**src/rtl/datapath_pkg.sv**
```systemverilog
package datapath_pkg;

  // widths
  localparam int ADDR_W  = 12;
  localparam int BYTE_W  = 8;
  localparam int BANK_W  = 4;
  localparam int FLAG_W  = 5;
  localparam int NUM_PTR = 3;

  // status bit positions and value after reset
  localparam int STATUS_NEG_BIT   = 4;
  localparam int STATUS_OVF_BIT   = 3;
  localparam int STATUS_ZERO_BIT  = 2;
  localparam int STATUS_NIB_BIT   = 1;
  localparam int STATUS_CARRY_BIT = 0;
  localparam logic [FLAG_W-1:0] STATUS_RESET = 5'h00;

  // data memory map of the pointer operands and the status register
  localparam logic [ADDR_W-1:0] PTR_PLAIN_BASE = 12'hFEF;
  localparam logic [ADDR_W-1:0] PTR_STRIDE     = 12'h008;
  localparam logic [ADDR_W-1:0] STATUS_ADDR    = 12'hFD8;
  localparam logic [2:0] OFS_PLAIN      = 3'h0;
  localparam logic [2:0] OFS_INC_AFTER  = 3'h1;
  localparam logic [2:0] OFS_DEC_AFTER  = 3'h2;
  localparam logic [2:0] OFS_INC_BEFORE = 3'h3;
  localparam logic [2:0] OFS_OFFSET     = 3'h4;
  localparam logic [2:0] OFS_HIGH       = 3'h5;
  localparam logic [2:0] OFS_LOW        = 3'h6;

  // access bank: low part in bank 0, high part in this bank
  localparam logic [BANK_W-1:0] ACCESS_HIGH_BANK = 4'hF;
  localparam logic [BYTE_W-1:0] ACCESS_SPLIT_DEF = 8'h80;

  // register port indices
  localparam logic [3:0] REG_STATUS   = 4'h0;
  localparam logic [3:0] REG_PTR_BASE = 4'h1;
  localparam logic [3:0] REG_LAST     = 4'h6;

  typedef enum logic [3:0] {
    OP_PASS = 4'h0,
    OP_ADD  = 4'h1,
    OP_SUB  = 4'h2,
    OP_SUBR = 4'h3,
    OP_AND  = 4'h4,
    OP_IOR  = 4'h5,
    OP_XOR  = 4'h6,
    OP_MOVF = 4'h7,
    OP_RRC  = 4'h8,
    OP_RLC  = 4'h9
  } alu_op_e;

  typedef enum logic [1:0] {
    MODE_NONE = 2'h0,
    MODE_FILE = 2'h1,
    MODE_FULL = 2'h2
  } addr_mode_e;

  typedef enum logic [1:0] {
    ST_IDLE = 2'b01,
    ST_EXEC = 2'b10
  } state_e;

  typedef struct packed {
    alu_op_e            op;
    addr_mode_e         mode;
    logic               access;
    logic               dest;
    logic               use_lit;
    logic [BYTE_W-1:0]  file_addr;
    logic [ADDR_W-1:0]  full_addr;
    logic [BYTE_W-1:0]  lit;
    logic [BANK_W-1:0]  bank;
    logic [BYTE_W-1:0]  w;
  } req_s;

  typedef struct packed {
    logic [ADDR_W-1:0] addr;
    logic              rd;
    logic              wr;
    logic [BYTE_W-1:0] wdata;
  } mem_s;

  typedef struct packed {
    logic       virt;
    logic       ptr_byte;
    logic       status;
    logic [1:0] idx;
    logic [2:0] ofs;
  } sfr_hit_s;

  typedef struct packed {
    state_e                         state;
    logic [FLAG_W-1:0]              flags;
    logic [NUM_PTR-1:0][ADDR_W-1:0] ptr;
    alu_op_e                        op;
    logic                           dest;
    logic                           kill;
    logic                           internal;
    logic                           no_file;
    sfr_hit_s                       hit;
    logic [BYTE_W-1:0]              b;
    logic [BYTE_W-1:0]              w;
    mem_s                           mem;
    logic                           done;
    logic                           w_wr;
    logic [BYTE_W-1:0]              w_data;
    logic [BYTE_W-1:0]              rdata;
  } state_s;

endpackage

```
**src/rtl/operand_address_and_flags.sv**
```systemverilog
// Local design decisions: the register offsets and strobed register access.
`timescale 1ns/1ps
module operand_address_and_flags #(
  parameter logic [7:0] ACCESS_SPLIT = datapath_pkg::ACCESS_SPLIT_DEF
) (
  // clock and reset
  input  wire logic                 clk,
  input  wire logic                 rst_b,
  // decoder request
  input  wire logic                 req_valid,
  input  wire datapath_pkg::req_s   req,
  output logic                      req_ready,
  // results
  output logic                      done,
  output logic                      w_wr,
  output logic [7:0]                w_data,
  output logic [7:0]                status_flags,
  // data memory
  output datapath_pkg::mem_s        mem,
  input  wire logic [7:0]           mem_rdata,
  // register port
  input  wire logic [3:0]           reg_addr,
  input  wire logic [7:0]           reg_wdata,
  input  wire logic                 reg_wr,
  input  wire logic                 reg_rd,
  output logic [7:0]                reg_rdata
);

  if (ACCESS_SPLIT == 8'h00) begin : g_bad_split
    $error("access split must be nonzero");
  end

  datapath_pkg::state_s st;
  datapath_pkg::state_s next_st;

  // locate an address among pointer operands, pointer bytes and status
  function automatic datapath_pkg::sfr_hit_s classify(input logic [11:0] a);
    datapath_pkg::sfr_hit_s h;
    logic [11:0]            bi;
    h  = '0;
    bi = '0;
    for (int i = 0; i < datapath_pkg::NUM_PTR; i++) begin
      bi = datapath_pkg::PTR_PLAIN_BASE - datapath_pkg::PTR_STRIDE * 12'(i);
      if (a <= bi && (bi - a) <= 12'(datapath_pkg::OFS_LOW)) begin
        h.idx      = 2'(i);
        h.ofs      = 3'(bi - a);
        h.virt     = (bi - a) <= 12'(datapath_pkg::OFS_OFFSET);
        h.ptr_byte = !h.virt;
      end
    end
    h.status = (a == datapath_pkg::STATUS_ADDR);
    return h;
  endfunction

  // byte view of an internal register
  function automatic logic [7:0] internal_read(input datapath_pkg::sfr_hit_s h,
                                               input datapath_pkg::state_s s);
    logic [7:0] v;
    v = 8'h00;
    if (h.status) begin
      v = {3'h0, s.flags};
    end else if (h.ptr_byte && h.ofs == datapath_pkg::OFS_HIGH) begin
      v = {4'h0, s.ptr[h.idx][11:8]};
    end else if (h.ptr_byte) begin
      v = s.ptr[h.idx][7:0];
    end
    return v;
  endfunction

  // store a byte into a pointer half
  function automatic logic [11:0] ptr_store(input logic [11:0] p, input logic high,
                                            input logic [7:0] d);
    logic [11:0] r;
    r = p;
    if (high) begin
      r[11:8] = d[3:0];
    end else begin
      r[7:0] = d;
    end
    return r;
  endfunction

  // address phase
  logic [11:0]            ea;
  logic [11:0]            tgt;
  logic [11:0]            p;
  datapath_pkg::sfr_hit_s eh;
  datapath_pkg::sfr_hit_s th;
  logic [11:0]            p_new;
  logic                   p_step;

  // execute phase
  logic [7:0] a_op;
  logic [7:0] x;
  logic [7:0] y;
  logic [7:0] yy;
  logic       sub;
  logic [8:0] sum;
  logic [4:0] nib;
  logic [7:0] res;
  logic [4:0] f;
  logic       flag_op;
  logic       wr_file;

  always_comb begin
    next_st = st;
    ea      = '0;
    tgt     = '0;
    p       = '0;
    eh      = '0;
    th      = '0;
    p_new   = '0;
    p_step  = 1'b0;
    a_op    = '0;
    x       = '0;
    y       = '0;
    yy      = '0;
    sub     = 1'b0;
    sum     = '0;
    nib     = '0;
    res     = '0;
    f       = st.flags;
    flag_op = 1'b0;
    wr_file = 1'b0;

    next_st.mem.rd = 1'b0;
    next_st.mem.wr = 1'b0;
    next_st.done   = 1'b0;
    next_st.w_wr   = 1'b0;

    // register port
    if (reg_rd) begin
      if (reg_addr == datapath_pkg::REG_STATUS) begin
        next_st.rdata = {3'h0, st.flags};
      end else if (reg_addr <= datapath_pkg::REG_LAST) begin
        eh.ptr_byte   = 1'b1;
        eh.idx        = 2'((reg_addr - datapath_pkg::REG_PTR_BASE) >> 1);
        eh.ofs        = reg_addr[0] ? datapath_pkg::OFS_HIGH : datapath_pkg::OFS_LOW;
        next_st.rdata = internal_read(eh, st);
      end else begin
        next_st.rdata = 8'h00;
      end
    end
    if (reg_wr) begin
      if (reg_addr == datapath_pkg::REG_STATUS) begin
        next_st.flags = reg_wdata[4:0];
      end else if (reg_addr <= datapath_pkg::REG_LAST) begin
        next_st.ptr[2'((reg_addr - datapath_pkg::REG_PTR_BASE) >> 1)] =
          ptr_store(st.ptr[2'((reg_addr - datapath_pkg::REG_PTR_BASE) >> 1)],
                    reg_addr[0], reg_wdata);
      end
    end

    case (st.state)
      datapath_pkg::ST_IDLE: begin
        if (req_valid) begin
          // effective file address
          if (req.mode == datapath_pkg::MODE_FULL) begin
            ea = req.full_addr;
          end else if (req.access) begin
            ea = {req.bank, req.file_addr};
          end else if (req.file_addr < ACCESS_SPLIT) begin
            ea = {4'h0, req.file_addr};
          end else begin
            ea = {datapath_pkg::ACCESS_HIGH_BANK, req.file_addr};
          end
          eh  = classify(ea);
          tgt = ea;
          if (eh.virt && req.mode != datapath_pkg::MODE_NONE) begin
            // indirect: the pointer decides the target, plus the sign-extended W in offset mode
            p     = st.ptr[eh.idx];
            p_new = p;
            case (eh.ofs)
              datapath_pkg::OFS_INC_AFTER: begin
                tgt    = p;
                p_new  = p + 12'h001;
                p_step = 1'b1;
              end
              datapath_pkg::OFS_DEC_AFTER: begin
                tgt    = p;
                p_new  = p - 12'h001;
                p_step = 1'b1;
              end
              datapath_pkg::OFS_INC_BEFORE: begin
                tgt    = p + 12'h001;
                p_new  = tgt;
                p_step = 1'b1;
              end
              datapath_pkg::OFS_OFFSET: begin
                tgt    = p + {{4{req.w[7]}}, req.w};
                p_step = 1'b0;
              end
              default: begin
                tgt = p;
              end
            endcase
            th = classify(tgt);
            // a write landing in a pointer byte cancels the step
            if (th.ptr_byte && req.dest) begin
              p_step = 1'b0;
            end
            if (p_step) begin
              next_st.ptr[eh.idx] = p_new;
            end
            next_st.kill = th.virt;
          end else begin
            th           = eh;
            next_st.kill = eh.virt;
          end
          next_st.no_file  = (req.mode == datapath_pkg::MODE_NONE);
          next_st.internal = th.ptr_byte | th.status;
          next_st.hit      = th;
          next_st.op       = req.op;
          next_st.dest     = req.dest && req.mode != datapath_pkg::MODE_NONE;
          next_st.b        = req.use_lit ? req.lit : req.w;
          next_st.w        = req.w;
          next_st.mem.addr = tgt;
          next_st.mem.rd   = !next_st.no_file && !next_st.kill && !next_st.internal;
          next_st.state    = datapath_pkg::ST_EXEC;
        end
      end
      datapath_pkg::ST_EXEC: begin
        if (st.no_file) begin
          a_op = st.w;
        end else if (st.kill) begin
          a_op = 8'h00;
        end else if (st.internal) begin
          a_op = internal_read(st.hit, st);
        end else begin
          a_op = mem_rdata;
        end
        x = a_op;
        y = st.b;
        if (st.op == datapath_pkg::OP_SUBR) begin
          x = st.b;
          y = a_op;
        end
        sub = (st.op == datapath_pkg::OP_SUB) || (st.op == datapath_pkg::OP_SUBR);
        yy  = sub ? ~y : y;
        sum = {1'b0, x} + {1'b0, yy} + {8'h00, sub};
        nib = {1'b0, x[3:0]} + {1'b0, yy[3:0]} + {4'h0, sub};
        flag_op = 1'b1;
        case (st.op)
          datapath_pkg::OP_ADD, datapath_pkg::OP_SUB, datapath_pkg::OP_SUBR: begin
            res = sum[7:0];
            f[datapath_pkg::STATUS_CARRY_BIT] = sum[8];
            f[datapath_pkg::STATUS_NIB_BIT]   = nib[4];
            f[datapath_pkg::STATUS_OVF_BIT]   = (x[7] == yy[7]) && (res[7] != x[7]);
          end
          datapath_pkg::OP_AND: res = x & y;
          datapath_pkg::OP_IOR: res = x | y;
          datapath_pkg::OP_XOR: res = x ^ y;
          datapath_pkg::OP_MOVF: res = a_op;
          datapath_pkg::OP_RRC: begin
            res = {st.flags[datapath_pkg::STATUS_CARRY_BIT], a_op[7:1]};
            f[datapath_pkg::STATUS_CARRY_BIT] = a_op[0];
            f[datapath_pkg::STATUS_NIB_BIT]   = a_op[4];
          end
          datapath_pkg::OP_RLC: begin
            res = {a_op[6:0], st.flags[datapath_pkg::STATUS_CARRY_BIT]};
            f[datapath_pkg::STATUS_CARRY_BIT] = a_op[7];
            f[datapath_pkg::STATUS_NIB_BIT]   = a_op[3];
          end
          default: begin
            res     = a_op;
            flag_op = 1'b0;
          end
        endcase
        f[datapath_pkg::STATUS_NEG_BIT]  = res[7];
        f[datapath_pkg::STATUS_ZERO_BIT] = (res == 8'h00);
        // write back
        wr_file = st.dest && !st.kill;
        if (st.dest) begin
          if (wr_file && !st.internal) begin
            next_st.mem.wr    = 1'b1;
            next_st.mem.wdata = res;
          end else if (wr_file && st.hit.ptr_byte) begin
            next_st.ptr[st.hit.idx] = ptr_store(st.ptr[st.hit.idx],
              st.hit.ofs == datapath_pkg::OFS_HIGH, res);
          end else if (wr_file && st.hit.status && !flag_op) begin
            next_st.flags = res[4:0];
          end
        end else begin
          next_st.w_wr   = 1'b1;
          next_st.w_data = res;
        end
        // flag updates win over any store into status
        if (flag_op) begin
          next_st.flags = f;
        end
        next_st.done  = 1'b1;
        next_st.state = datapath_pkg::ST_IDLE;
      end
      default: begin
        next_st.state = datapath_pkg::ST_IDLE;
      end
    endcase
  end

  always_ff @(posedge clk) begin
    if (!rst_b) begin
      st       <= '0;
      st.state <= datapath_pkg::ST_IDLE;
      st.flags <= datapath_pkg::STATUS_RESET;
    end else begin
      st <= next_st;
    end
  end

  assign req_ready    = st.state[0];
  assign done         = st.done;
  assign w_wr         = st.w_wr;
  assign w_data       = st.w_data;
  assign status_flags = {3'h0, st.flags};
  assign mem          = st.mem;
  assign reg_rdata    = st.rdata;

endmodule

```
**config.mk**
```make
export PLATFORM = sky130hd
export DESIGN_NAME = operand_address_and_flags
export DESIGN_NICKNAME = d
export VERILOG_FILES = /design/src/rtl/datapath_pkg.sv /design/src/rtl/operand_address_and_flags.sv
export SDC_FILE = /design/constraint.sdc
export NUM_CORES = 1
export LEC_CHECK = 0
export BUFFER_PORTS_ARGS = -buffer_cell sky130_fd_sc_hd__buf_2
export CAP_MARGIN = 20
export CELL_PAD_IN_SITES_DETAIL_PLACEMENT = 0
export CELL_PAD_IN_SITES_GLOBAL_PLACEMENT = 1
export CORE_ASPECT_RATIO = 1.1
export CORE_MARGIN = 8
export CORE_UTILIZATION = 30
export DETAILED_ROUTE_END_ITERATION = 12
export GPL_TIMING_DRIVEN = 0
export PLACE_DENSITY = 0.61
export RECOVER_POWER = 25
export SETUP_SLACK_MARGIN = 0.3
export SYNTH_ARGS = -nofsm -noshare
export SYNTH_HDL_FRONTEND = slang
export SYNTH_SLANG_ARGS = --single-unit
```
**constraint.sdc**
```tcl
create_clock -name clk -period 14.5 [get_ports clk]
set_clock_uncertainty 0.1 [all_clocks]
set_input_delay 2.9 -clock clk [delete_from_list [all_inputs] [get_ports clk]]
set_output_delay 2.9 -clock clk [all_outputs]
set_load 0.005 [all_outputs]
```
=== After elaboration in Yosys (flattened, before gate mapping) ===
Index checks and enable logic that the tools add are counted.

* Add/subtract/negate cells: 14
* $lt $le $gt $ge: 26
* Equality and inequality tests: 24
* Muxes and demuxes: 117
* Bitwise operators: 6
* Reductions and logical operators: 49

{| class="wikitable"
|+ Operators by type and width
! operator !! count
|-
| $mux 8 || 28
|-
| $mux 12 || 18
|-
| $mux 36 || 5
|-
| $le 12x3->1 const B || 12
|-
| $mux 41 || 3
|-
| $bwmux 36 || 3
|-
| $mux 81 || 1
|-
| $bmux 12 s2 || 3
|-
| $demux 12 s2 || 3
|-
| $le 12x12->1 const B || 6
|-
| $pmux 36 s2 || 1
|-
| $sub 12x12->12 const A || 6
|-
| $mux 5 || 11
|-
| $pmux 12 s2 || 2
|-
| $pmux 8 s6 || 1
|-
| $mux 4 || 9
|-
| $eq 12x12->1 const B || 2
|-
| $mux 2 || 12
|-
| $logic_and 1x1->1 || 21
|-
| $mux 9 || 2
|-
| $eq 4x3->1 const B || 4
|-
| $add 12x1->12 const B || 1
|-
| $add 12x12->12 || 1
|-
| $logic_not 1->1 || 12
|-
| other kinds (42) || 69
|}

* Bits in registers: 115
* Input port bits: 74
* Output and inout bits: 49
* Logic and storage cells: 263

=== Longest topological paths before layout ===
Gate-level depths: netlist of run 1.

* Depth after elaboration: 39
* Mapped depth: 34
* Gate-level depth less buffers: 31

=== Least setup slack after synthesis of run 1 ===
OpenSTA, ideal clock, no wires.

* Path kind: input to register
* Start: in req[43] (netlist bit)
* End: reg st[103] (netlist bit)
* Setup time: 0.122 ns
* Arrival time: 9.385 ns
* Setup slack: 4.893 ns
* Stages: 30
* Path buffers: 2
* Cells stage by stage: nand2b_4 -> mux2i_2 -> inv_2 -> ha_1 -> buf_1 -> nand2_1 -> or3_1 -> a32o_1 -> and4bb_1 -> o22a_2 -> o21ai_4 -> buf_2 -> a21oi_1 -> ha_1 -> a21o_1 -> a21o_1 -> a2111oi_0 -> nor4_1 -> o31a_1 -> o21ai_0 -> nand2b_1 -> nand4b_1 -> o31ai_1 -> nor4bb_1 -> a211oi_1 -> or3_4 -> a211oi_4 -> a211oi_1 -> o221a_1 -> a311o_1

* Longest elaborated chain between the ends: 36
* Elaborated cells on any way between the ends: 90
* Classes of those cells: add/sub (9); order compare (20); eq/ne (5); mux (41); reduce/logical (15)

{| class="wikitable"
|+ Ends and longest elaborated chain
! what !! line !! RTL
|-
| start: declaration || operand_address_and_flags.sv:11 || <nowiki>input wire datapath_pkg::req_s req,</nowiki>
|-
| $eq 2x2->1 || operand_address_and_flags.sv:158 || <nowiki>if (req.mode == datapath_pkg::MODE_FULL) begin</nowiki>
|-
| $mux 12 || operand_address_and_flags.sv:158 ||
|-
| $mux 12 || operand_address_and_flags.sv:156 || <nowiki>if (req_valid) begin</nowiki>
|-
| $mux 12 || operand_address_and_flags.sv:154 || <nowiki>case (st.state)</nowiki>
|-
| $sub 12x12->12 || operand_address_and_flags.sv:44, operand_address_and_flags.sv:47 ||
|-
| $le 12x3->1 || operand_address_and_flags.sv:44 || <nowiki>if (a <= bi && (bi - a) <= 12'(datapath_pkg::OFS_LOW)) begin</nowiki>
|-
| $logic_and 1x1->1 || operand_address_and_flags.sv:44 ||
|-
| $mux 5 (2 in series) || operand_address_and_flags.sv:44 ||
|-
| (+19 left out) || - ||
|-
| $mux 1 || operand_address_and_flags.sv:199 || <nowiki>if (th.ptr_byte && req.dest) begin</nowiki>
|-
| $mux 1 || operand_address_and_flags.sv:169 || <nowiki>if (eh.virt && req.mode != datapath_pkg::MODE_NONE) begin</nowiki>
|-
| $mux 1 || operand_address_and_flags.sv:156 ||
|-
| $mux 1 || operand_address_and_flags.sv:154 ||
|-
| $mux 36 || operand_address_and_flags.sv:202 || <nowiki>if (p_step) begin</nowiki>
|-
| $mux 36 (*) || operand_address_and_flags.sv:169 ||
|-
| $mux 81 (*) || operand_address_and_flags.sv:156 ||
|-
| $pmux 36 s2 (*) || operand_address_and_flags.sv:154 ||
|-
| end signal: assignment || operand_address_and_flags.sv:306 || <nowiki>st <= next_st;</nowiki>
|-
| end: declaration || operand_address_and_flags.sv:33 || <nowiki>datapath_pkg::state_s st;</nowiki>
|}

Every way passes the cells marked *; elsewhere a longest branch is shown, timed or not. The select of a mux whose other input is x is not followed.
A chain may end at the register's enable or synchronous reset.

=== Final worst setup path of run 1 ===
* Start: in req[43] (netlist bit)
* End: reg st[92] (netlist bit)

Same word-level chain as after synthesis.

==> summary.txt, run 1 <==
Timing
  • Total negative slack: 0 ps
  • Worst slew pin tran: 1030 ps
  • Finish-stage setup viols: 0
  • Slew HR: 0.3079
  • Final Max Tran Viols: 0
  • Final Hold Viols: 0
  • RSZ-0062 raised after global routing: no
  • Period minus WS final: 11,670 ps
  • Crit share post-route: 0.8048
  • Max Clk Rate: 85.69 MHz

Setup path
  • CP Max Fanout: 10
  • Req. time, crit path: 14,760 ps
  • Critical path type: input port to register
  • Slowest CP cell: a31oi_2
  • Slowest Stage Delay on Critical Path: 600 ps
  • Crit path arrival time: 11,930 ps
  • CP startpoint kind: input port
  • Nature of the critical path endpoint: register

Drt
  • DRC viols: 0
  • ANT nets after route: 0
  • Vias after detailed routing: 14,140
  • Drt wl/cell: 24.43 um
  • Vias/cell: 5.808
  • Routed WL: 59,450 um
  • DRT Pass-1 Iters: 6
  • DRT iter0 DRCs: 1,248

CTS
  • Gates resized, CTS repair: 0
  • Post-CTS Hold Fix Bufs: 0
  • CTS Sinks: 114
  • Clock root buffer: clkbuf_16
  • CTS tree: done
  • Maximum clock path buffer count: 2
  • Total CTS buffers: 17
  • Skew-Pair Late Insertion Delay: 440 ps
  • H-tree depth: 4
  • Worst-path clk slew: 60 ps
  • Post-CTS Setup Bufs: 0

Logic synthesis
  • Cell Area, Synth: 12,450 sq um
  • Post-synth EDFFs: 0
  • Yosys warns: 0
  • Prevailing post-synth register cell: dfxtp_1
  • Synth cell types: 108
  • Post-synthesis sequential area ratio: 0.1834
  • Async SR Flop Fraction: 0
  • #FFs+latches synth: 114
  • Syn avg cell area: 7.223 sq um
  • Synth Instances: 1,723

Global route
  • Gr ovfl total: 0
  • First-pass GRT wire length: 87,460 um
  • Largest net degree at the start of global routing: 17
  • Vias in the first global route: 13,500
  • Overall routing resource usage: 0.2367
  • Initial antenna violation count: 0

Cells and area
  • Total Nets Final: 1,995
  • Commonest non-fill, non-tap cells in the layout: nand2_1, nor2_1, a21oi_1
  • P&R area growth vs syn: 15.19%
  • Diodes inserted: 0
  • Layout cell share with drive strength beyond 1: 0.1451
  • Most common cell after layout, fill and taps aside: nand2_1

Floorplanning
  • I/O pins: 123
  • Initial Util: 0.3029
  • Die Wd: 210.2 um
  • CORE AREA: 41,090 sq um
  • Die area: 48,270 sq um
  • Die Ht: 229.6 um
  • Cell row count: 78

Pwr
  • Power density cells: 85.24 nW/um^2
  • Worst-case vdd ir drop: 0.00009035 V
  • Pleak: 5.762 nW
  • Final Power: 1.222 mW

Placed design
  • Hpwl dp: 47,530 um
  • Routability congestion estimate from global placement: 1.006
  • I/O Buffers: 115

Hold path
  • Worst hold path class: register to register

Job
  • Max-Cap Viols: 0

Status
  • Status: finished clean
## routing by layer
metal | GRT usage | share of wire | wire, um | vias to the layer above
met5 | 0 | 0 | 0 | -
met2 | 0.3932 | 0.47 | 27750 | 532
li1 | - | - | - | 6570
met4 | 0.08616 | 0.034 | 2017 | 0
met1 | 0.3039 | 0.44 | 26030 | 6910
met3 | 0.03907 | 0.061 | 3651 | 124
## synthesized netlist by cell type (6+ instances only)
master      n  area share
xor2_1     12      0.0084
nand2b_1   19      0.0096
nand3_1    34       0.014
nor2b_1    11      0.0055
a32oi_1     6      0.0042
o211ai_1   17       0.010
o211a_1     9      0.0072
o32ai_1    13      0.0091
a221oi_1   19       0.013
a31oi_1    17      0.0085
nand4_1    14      0.0070
a21oi_1   133       0.053
a22o_1     16       0.011
nand2_1   271       0.082
clkbuf_1   77       0.023
mux2_2     29       0.026
o21ai_0    98       0.039
o22ai_1    41       0.021
o21ai_1     7      0.0028
xnor2_1    30       0.021
dfxtp_1   114        0.18
nor2_1    135       0.041
ha_1       58       0.058
buf_4      49       0.030
a21o_1     20       0.012
and2_1     15      0.0075
and3_1     16      0.0080
a211oi_1   22       0.013
a311oi_1    7      0.0049
mux2i_1    85       0.068
buf_1       9      0.0027
or3_1      10      0.0050
nor3b_1     6      0.0036
a21boi_0   11      0.0066
nor3_1     39       0.016
a22oi_1    26       0.016
o21a_1      6      0.0036
inv_1      58       0.017
o31ai_1     8      0.0048
buf_2      11      0.0044
## final timing paths
kind | startpoint | end | slack, ps | depth (start not counted)
setup / recovery | req[43] | st[92]$_SDFF_PN0_ | 2830 | 35
hold reg to reg | mem[17]$_SDFFE_PN0P_ | mem[17]$_SDFFE_PN0P_ | 350 | 2
hold / removal | mem[17]$_SDFFE_PN0P_ | mem[17]$_SDFFE_PN0P_ | 350 | 2
setup reg to reg | st[59]$_SDFFE_PN0P_ | status_flags[2]$_SDFF_PN0_ | 7690 | 26
## layout make-up
class / count / area (sq um)
Clock buffer: 18 / 429.2
Sequential cell: 114 / 2282
Clock inverter: 14 / 178.9
Tap cell: 560 / 700.7
Fill cell: 4444 / 26750
Buffer: 150 / 790.8
Timing Repair Buffer: 117 / 574.3
Inverter: 65 / 244.0
Multi-Input combinational cell: 1396 / 9136
## power breakdown
| group | internal (mW) | leakage, nW | switching [mW] |
|---|---|---|---|
| combinational | 0.141 | 4.54 | 0.276 |
| clock | 0.272 | 0.288 | 0.176 |
| sequential | 0.332 | 0.929 | 0.0245 |
| total | 0.745 | 5.76 | 0.477 |
## critical path, delay by kind of cell
kind / cells / cell delay, ps
xor gates and xnor gates: 1 / 180
muxes: 1 / 230
AOI/OAI and AO/OA: 17 / 4680
and+or+nand+nor: 4 / 910
adders and majority gates: 4 / 1110
buffers and inverters: 8 / 1890
## state kept, by name, summed over array words and instances (netlist names)
| signal | count |
|---|---|
| status_flags | 5 |
| w_wr | 1 |
| st | 68 |
| mem | 22 |
| req_ready | 1 |
| w_data | 8 |
| done | 1 |
| reg_rdata | 8 |
## cell families (layout without fill, tap and decap cells)
group                    Yosys count  count (layout)  synth area share
multiplexers                     123             123            0.1070
buffers and inverters            215             364           0.08314
AND/OR/NAND/NOR                  621             621            0.2367
adder cells (fa/ha/maj)           60              60           0.06153
other                              1               3         0.0003013
AO/OA/AOI/OAI                    547             547            0.2985
XOR/XNOR                          42              42           0.02956
flip-flops                       114             114            0.1834
## stage by stage
stage / area, sq um / utilization / hold WS (ps) / setup slack (ps) / cells
after detailed placement: 13740 / 0.3343 / 348.7 / 2458 / 2401
after global placement: 13730 / 0.3342 / 345.5 / 2475 / 2400
after CTS: 14350 / 0.3491 / 355.4 / 2893 / 2433
final: 14340 / 0.3489 / 350.5 / 2830 / 2434
after floorplan: 12450 / - / 332.3 / 4893 / 1725
after global routing: 14340 / 0.3489 / 371.8 / 2403 / 2434
(Power assumes the default switching activity.)
==> inputs of run 2 (changes only) <==
--- a/config.mk
+++ b/config.mk
@@ -14,7 +14,7 @@
 export CORE_UTILIZATION = 30
 export DETAILED_ROUTE_END_ITERATION = 12
 export GPL_TIMING_DRIVEN = 0
-export PLACE_DENSITY = 0.61
+export PLACE_DENSITY = 0.63
 export RECOVER_POWER = 25
 export SETUP_SLACK_MARGIN = 0.3
 export SYNTH_ARGS = -nofsm -noshare
==> constraint.sdc (replaced) <==
create_clock -name clk -period 9.7 [get_ports clk]
set_clock_uncertainty 0.1 [all_clocks]
set_input_delay 1.94 -clock clk [delete_from_list [all_inputs] [get_ports clk]]
set_output_delay 1.94 -clock clk [all_outputs]
set_load 0.005 [all_outputs]
==> run 2 against run 1 <==
Against the previous run: clock-buffer cell count is 4 higher; register-to-register slack worse by 5100 ps; non-clock buffer count is 10 higher; critical path depth is 3 lower; largest cell class unchanged; largest power group unchanged; highest routed layer unchanged.
==> summary.txt, run 2 (synthesis gave the netlist of run 1 again) <==
Status
  • Status: finished clean

Floorplanning
  • Die Ht: 229.6 um (unchanged)
  • I/O pins: 123 (unchanged)
  • CORE AREA: 41,090 sq um (unchanged)
  • Cell row count: 78 (unchanged)
  • Die area: 48,270 sq um (unchanged)
  • Initial Util: 0.3029 (unchanged)
  • Die Wd: 210.2 um (unchanged)

Pwr
  • Worst-case vdd ir drop: 0.0001295 V (+43%)
  • Power density cells: 125.6 nW/um^2 (+47%)
  • Pleak: 5.941 nW (+3.1%)

Drt
  • Drt wl/cell: 24.75 um (+1.3%)
  • DRT Pass-1 Iters: 7 (+1)
  • Highest Signal Layer: met4
  • DRC viols: 0 (unchanged)
  • DRT iter0 DRCs: 1,458 (+17%)
  • Metal-1 WL: 26,010 um (about the same)
  • ANT nets after route: 0 (unchanged)
  • Vias after detailed routing: 14,260 (+0.88%)
  • Vias/cell: 5.837 (+0.51%)
  • Routed WL: 60,460 um (+1.7%)
  • Met3 routed WL: 3428 um (-6.1%)
  • Met2 wire length: 28,290 um (+1.9%)

Timing
  • Final Max Tran Viols: 0 (unchanged)
  • Total negative slack: 0 ps (unchanged)
  • Final Hold Viols: 0 (unchanged)
  • Worst slew pin tran: 1244 ps (+214.3 ps)
  • Slew HR: 0.1703 (-0.1376)
  • RSZ-0062 raised after global routing: no
  • Finish-stage setup viols: 0 (unchanged)
  • Worst hold slack: 354.2 ps (+3.748 ps)
  • Crit share post-route: 0.9381
  • Period minus WS final: 9099 ps
  • Max Clk Rate: 109.9 MHz

Placed design
  • Routability congestion estimate from global placement: 0.9460 (-5.9%)
  • Placed cells: 2,401 (unchanged)
  • I/O Buffers: 115 (unchanged)
  • Placed cell area: 13,740 sq um (about the same)
  • Hpwl dp: 47,980 um (+0.94%)

CTS
  • Maximum clock path buffer count: 2 (unchanged)
  • Skew-Pair Late Insertion Delay: 450 ps (about the same)
  • Post-CTS Hold Fix Bufs: 0 (unchanged)
  • CTS tree: done
  • Worst-path clk slew: 50 ps (about the same)
  • Clock root buffer: clkbuf_16
  • CTS Sinks: 114 (unchanged)
  • Total CTS buffers: 17 (unchanged)
  • H-tree depth: 4 (unchanged)

Global route
  • Initial antenna violation count: 0 (unchanged)
  • Vias in the first global route: 13,780 (+2.1%)
  • Largest net degree at the start of global routing: 17 (unchanged)
  • Gr ovfl total: 0 (unchanged)
  • Overall routing resource usage: 0.2416 (+0.004855)
  • First-pass GRT wire length: 89,110 um (+1.9%)

Cells and area
  • Total Nets Final: 2,005 (+0.50%)
  • Layout cell share with drive strength beyond 1: 0.1641 (+0.01896)
  • Post-route cell area: 14,700 sq um (+2.6%)
  • P&R area growth vs syn: 18.15%
  • Most common cell after layout, fill and taps aside: nand2_1
  • Non-Filler Instances: 2,443 (+0.37%)
  • Max reg flops: 68 (unchanged)
  • Area of the multi-input gates: 9410 sq um (+3.0%)
  • Diodes inserted: 0 (unchanged)
  • Commonest non-fill, non-tap cells in the layout: nand2_1, nor2_1, a21oi_1
  • Seq. cell area: 2282 sq um (unchanged)
  • Fillers: 4,514 (+1.6%)
  • Largest Register: st

Setup path
  • Slowest CP cell: fa_1
  • Most frequent cell on the critical path: ha_1
  • Reg2Reg Setup Slack: 2630 ps (-5060 ps)
  • CP startpoint kind: input port
  • Crit path arrival time: 9300 ps (-2630 ps)
  • Nature of the critical path endpoint: register
  • Req. time, crit path: 9900 ps (-4860 ps)
  • RR Endpoint: status_flags[2]$_SDFF_PN0_
  • Reg2Reg Depth: 24 (-7.7%)
  • R2R Path Start: st[59]$_SDFFE_PN0P_
  • Slowest Stage Delay on Critical Path: 410 ps (-190 ps)
  • CP Max Fanout: 10 (unchanged)
  • Critical path type: input port to register

Job
  • Max-Cap Viols: 0 (unchanged)

Hold path
  • Hold Path Depth: 2 (unchanged)
  • Worst hold path class: register to register
  • Worst Min Path Start: mem[13]$_SDFFE_PN0P_
  • Hold Path Sink: mem[13]$_SDFFE_PN0P_
run 2: cell count changes in the layout (fill, tap and decap cells not counted), sizes merged:
cell | previous run | this run
clkbuf | 134 | 139
clkinv | 6 | 7
clkinvlp | 3 | 1
inv | 67 | 63
buf | 151 | 160
run 2: worst max-delay path, delay by kind of cell:
family / cells / cell delay (ps)
AO/OA/AOI/OAI: 12 / 2560
AND/OR/NAND/NOR: 7 / 2020
multiplexers: 1 / 240
buffers and inverters: 7 / 1290
adder cells (fa/ha/maj): 4 / 1070
XOR/XNOR: 1 / 140
run 2: power breakdown:
group,switching (mW),internal [mW],total [mW],leakage [nW]
clock network,0.244,0.422,0.666,0.296
logic,0.433,0.217,0.650,4.72
registers,0.0341,0.496,0.531,0.929
run 2: through the flow:
stage	util	setup WS, ps	power [mW]
after floorplan	-	1053	0.9291
after global placement	0.3342	-1503	1.159
after detailed placement	0.3344	-1551	1.163
after CTS	0.3521	320.7	1.828
after global routing	0.3579	284.7	1.923
final	0.3579	600.8	1.846
run 2: how the worst max path moves through the flow:
stage	start	endpoint	slack, ps	depth (start not counted)
6_report	req[43]	st[104]$_SDFF_PN0_	600	32
5_1_grt	req[43]	st[86]$_SDFF_PN0_	280	34
4_1_cts	req[44]	st[77]$_SDFF_PN0_	320	29
3_5_place_dp	req[43]	st[77]$_SDFF_PN0_	-1550	33
3_3_place_gp	req[43]	st[104]$_SDFF_PN0_	-1500	33
2_1_floorplan	req[43]	st[103]$_SDFF_PN0_	1050	30
run 2: what timing repair did:
item                                   CTS  global route
buffers inserted                         3             8
resized for setup                       19            43
setup endpoints to repair               45            43
pin swaps                                3             6
endpoints found under the hold margin    0             0
run 2: cell type report:
| class | instances | share of cell area |
|---|---|---|
| repair buffers | 127 | 0.04382 |
| clock inverters | 9 | 0.008850 |
| multi-input cells | 1396 | 0.6400 |
| well taps | 560 | 0.04765 |
| inverters | 65 | 0.01676 |
| clock buffers | 22 | 0.03225 |
| flip-flops and latches | 114 | 0.1552 |
| plain buffers | 150 | 0.05548 |
run 2: per-layer routing:
metal / vias to the layer above / global-route usage
li1: 6598 / -
met1: 6962 / 0.3093
met2: 566 / 0.3979
met3: 134 / 0.03237
met4: 0 / 0.1097
met5: - / 0
==> inputs of run 3 (changes only) <==
==> constraint.sdc (replaced) <==
create_clock -name clk -period 7.98 [get_ports clk]
set_clock_uncertainty 0.1 [all_clocks]
set_input_delay 1.596 -clock clk [delete_from_list [all_inputs] [get_ports clk]]
set_output_delay 1.596 -clock clk [all_outputs]
set_load 0.005 [all_outputs]
==> run 3 against run 2 <==
Against the previous run: clock-buffer cell count shrank 4; non-clock buffer count grew 62; cell area grew 8.6%; via count grew 2.7%; critical path type unchanged; core utilization grew 3.1 points; worst setup slack lost 550 ps; flip-flop and latch count is the same; clock power grew 15%; hold slack lost 3.6 ps; register-to-register slack lost 1600 ps.
==> summary.txt, run 3 (synthesis gave the netlist of run 1 again) <==
Floorplanning
  • Die Ht: 229.6 um (unchanged)
  • Die Wd: 210.2 um (unchanged)
  • Die area: 48,270 sq um (unchanged)
  • Cell row count: 78 (unchanged)
  • CORE AREA: 41,090 sq um (unchanged)
  • I/O pins: 123 (unchanged)
  • Initial Util: 0.3029 (unchanged)

Setup path
  • Slowest CP cell: or3_4
  • Worst Path Buf+Inv: 9 (+2)
  • Critical path's top delay family: compound AO/OA/AOI/OAI gates
  • Req. time, crit path: 8200 ps (-1700 ps)
  • Most frequent cell on the critical path: ha_4
  • CP startpoint kind: input port
  • Nature of the critical path endpoint: register
  • CP Max Fanout: 5 (-5)
  • Critical path type: input port to register
  • Slowest Stage Delay on Critical Path: 380 ps (-30 ps)
  • Crit path arrival time: 8150 ps (-1150 ps)

Global route
  • Gr ovfl total: 0 (unchanged)
  • Overall routing resource usage: 0.2473 (+0.005666)
  • First-pass GRT wire length: 91,020 um (+2.2%)
  • Largest net degree at the start of global routing: 17 (unchanged)
  • Vias in the first global route: 14,050 (+2.0%)
  • Initial antenna violation count: 0 (unchanged)

Drt
  • Routed WL: 62,270 um (+3.0%)
  • DRC viols: 0 (unchanged)
  • DRT iter0 DRCs: 1,295 (-11%)
  • Vias/cell: 5.845 (+0.13%)
  • Vias after detailed routing: 14,640 (+2.7%)
  • Drt wl/cell: 24.86 um (+0.45%)
  • ANT nets after route: 0 (unchanged)
  • DRT Pass-1 Iters: 6 (-1)

Pwr
  • Worst-case vdd ir drop: 0.0001427 V (+10%)
  • Pleak: 6.369 nW (+7.2%)
  • Comb power frac: 0.377 (+0.025)
  • Clock share of power: 0.338 (-0.023)
  • Switch Pwr: 0.8994 mW (+26%)
  • Sequential Power Share: 0.285 (-0.002)
  • Cell internal pwr: 1.373 mW (+21%)
  • Switch share: 0.3957 (+0.01053)
  • Power density cells: 142.4 nW/um^2 (+13%)

Cells and area
  • Most common cell after layout, fill and taps aside: nand2_1
  • Diodes inserted: 0 (unchanged)
  • Commonest non-fill, non-tap cells in the layout: nand2_1, nor2_1, a21oi_1
  • Max reg flops: 68 (unchanged)
  • P&R area growth vs syn: 28.25%
  • Layout cell share with drive strength beyond 1: 0.2324 (+0.06829)
  • Largest Register: st
  • Final core utilization: 0.3885 (+0.03061)
  • Total Nets Final: 2,067 (+3.1%)
  • Post-route cell area: 15,960 sq um (+8.6%)

Timing
  • Final WS setup: 49.35 ps (-551.5 ps)
  • RSZ-0062 raised after global routing: yes
  • Final Max Tran Viols: 0 (unchanged)
  • Final Hold Viols: 0 (unchanged)
  • Max Clk Rate: 126.1 MHz
  • Worst hold slack: 350.6 ps (-3.585 ps)
  • Period minus WS final: 7931 ps
  • Worst slew pin tran: 1238 ps (-6.058 ps)
  • Slew HR: 0.1713 (+0.0009880)
  • Crit share post-route: 0.9938
  • Finish-stage setup viols: 0 (unchanged)

Placed design
  • Placed cell area: 13,900 sq um (+1.1%)
  • Hpwl dp: 48,130 um (+0.31%)
  • I/O Buffers: 115 (unchanged)
  • Post-Place Setup Slack: -1852 ps (-301.3 ps)
  • Routability congestion estimate from global placement: 0.9704 (+2.6%)

CTS
  • Post-CTS Hold Fix Bufs: 0 (unchanged)
  • Skew-Pair Late Insertion Delay: 430 ps (-20 ps)
  • Maximum clock path buffer count: 2 (unchanged)
  • CTS Sinks: 114 (unchanged)
  • Worst-path clk slew: 60 ps (about the same)
  • Clock root buffer: clkbuf_16
  • Total CTS buffers: 17 (unchanged)
  • H-tree depth: 4 (unchanged)
  • CTS tree: done

Hold path
  • Worst hold path class: register to register

Status
  • Status: finished clean

Job
  • Max-Cap Viols: 0 (unchanged)
## run 3: cell count changes in the layout (fill, tap and decap cells not counted), moves of 6 or more
| cell | previous run | this run |
|---|---|---|
| ha_4 | 0 | 8 |
| buf_4 | 39 | 98 |
| o21ai_2 | 0 | 6 |
| clkbuf_4 | 25 | 18 |
| ha_1 | 58 | 48 |
| buf_6 | 4 | 11 |
| o21ai_0 | 96 | 88 |
## run 3: path summary, 6_finish.rpt
| kind | startpoint | end | slack [ps] | cells past startpoint |
|---|---|---|---|---|
| setup / recovery | req[43] | st[94]$_SDFF_PN0_ | 50 | 34 |
| hold / removal | mem[17]$_SDFFE_PN0P_ | mem[17]$_SDFFE_PN0P_ | 350 | 2 |
| setup reg to reg | st[59]$_SDFFE_PN0P_ | status_flags[2]$_SDFF_PN0_ | 1010 | 24 |
| hold reg to reg | mem[17]$_SDFFE_PN0P_ | mem[17]$_SDFFE_PN0P_ | 350 | 2 |
## run 3: repair_timing
action                     CTS  global route
gates cloned                 2             0
pin swaps                   45            50
setup buffers               55            15
resized for setup          116            61
setup endpoints to repair   47            45
## run 3: area by class of cell
class | instances | area [sq um]
Buffer | 150 | 860.8
Clock buffer | 18 | 439.2
Clock inverter | 13 | 136.4
Fill cell | 4385 | 25130
Inverter | 65 | 251.5
Multi-Input combinational cell | 1396 | 10060
Sequential cell | 114 | 2282
Tap cell | 560 | 700.7
Timing Repair Buffer | 189 | 1229
## run 3: power by group through the flow
stage / combinational [mW] / sequential (mW) / clock, mW
after global routing: 0.918 / 0.648 / 0.799
final: 0.856 / 0.647 / 0.769
after global placement: 0.763 / 0.657 / 0
after CTS: 0.814 / 0.645 / 0.774
after detailed placement: 0.765 / 0.657 / 0
after floorplan: 0.502 / 0.635 / 0
## run 3: stage by stage
step,TNS (ps),power [mW],std cells
floorplan,0,1.137,1725
detailed placement,-72940,1.422,2401
CTS,0,2.233,2489
global placement,-71390,1.419,2400
finish,0,2.273,2505
global route,-2698,2.366,2505
## run 3: routing by layer
| layer | global-route usage | wire (um) | part of all wire | vias up |
|---|---|---|---|---|
| met5 | 0 | 0 | 0 | - |
| met4 | 0.1029 | 2729 | 0.044 | 0 |
| met3 | 0.03606 | 4161 | 0.067 | 153 |
| met2 | 0.4067 | 28940 | 0.46 | 694 |
| met1 | 0.3187 | 26440 | 0.42 | 7080 |
| li1 | - | - | - | 6714 |
## run 3: worst reg2reg max path: stages, from the launching register on
cell and delay (ps):
dfxtp_1 430, buf_1 560, nor2b_1 140, clkbuf_1 330
a21oi_1 330, o21ai_0 230, a221oi_1 420, nor2_1 100
a22oi_1 400, nor2_1 70, a21oi_1 300, xnor2_1 120
ha_1 370, nor2b_1 140, o21ai_0 160, nand2b_1 180
a21o_1 240, a21o_1 200, xnor2_1 180, o21ai_0 110
a211oi_1 230, a21oi_1 190, or4b_2 720, or4_1 410
o41ai_1 230
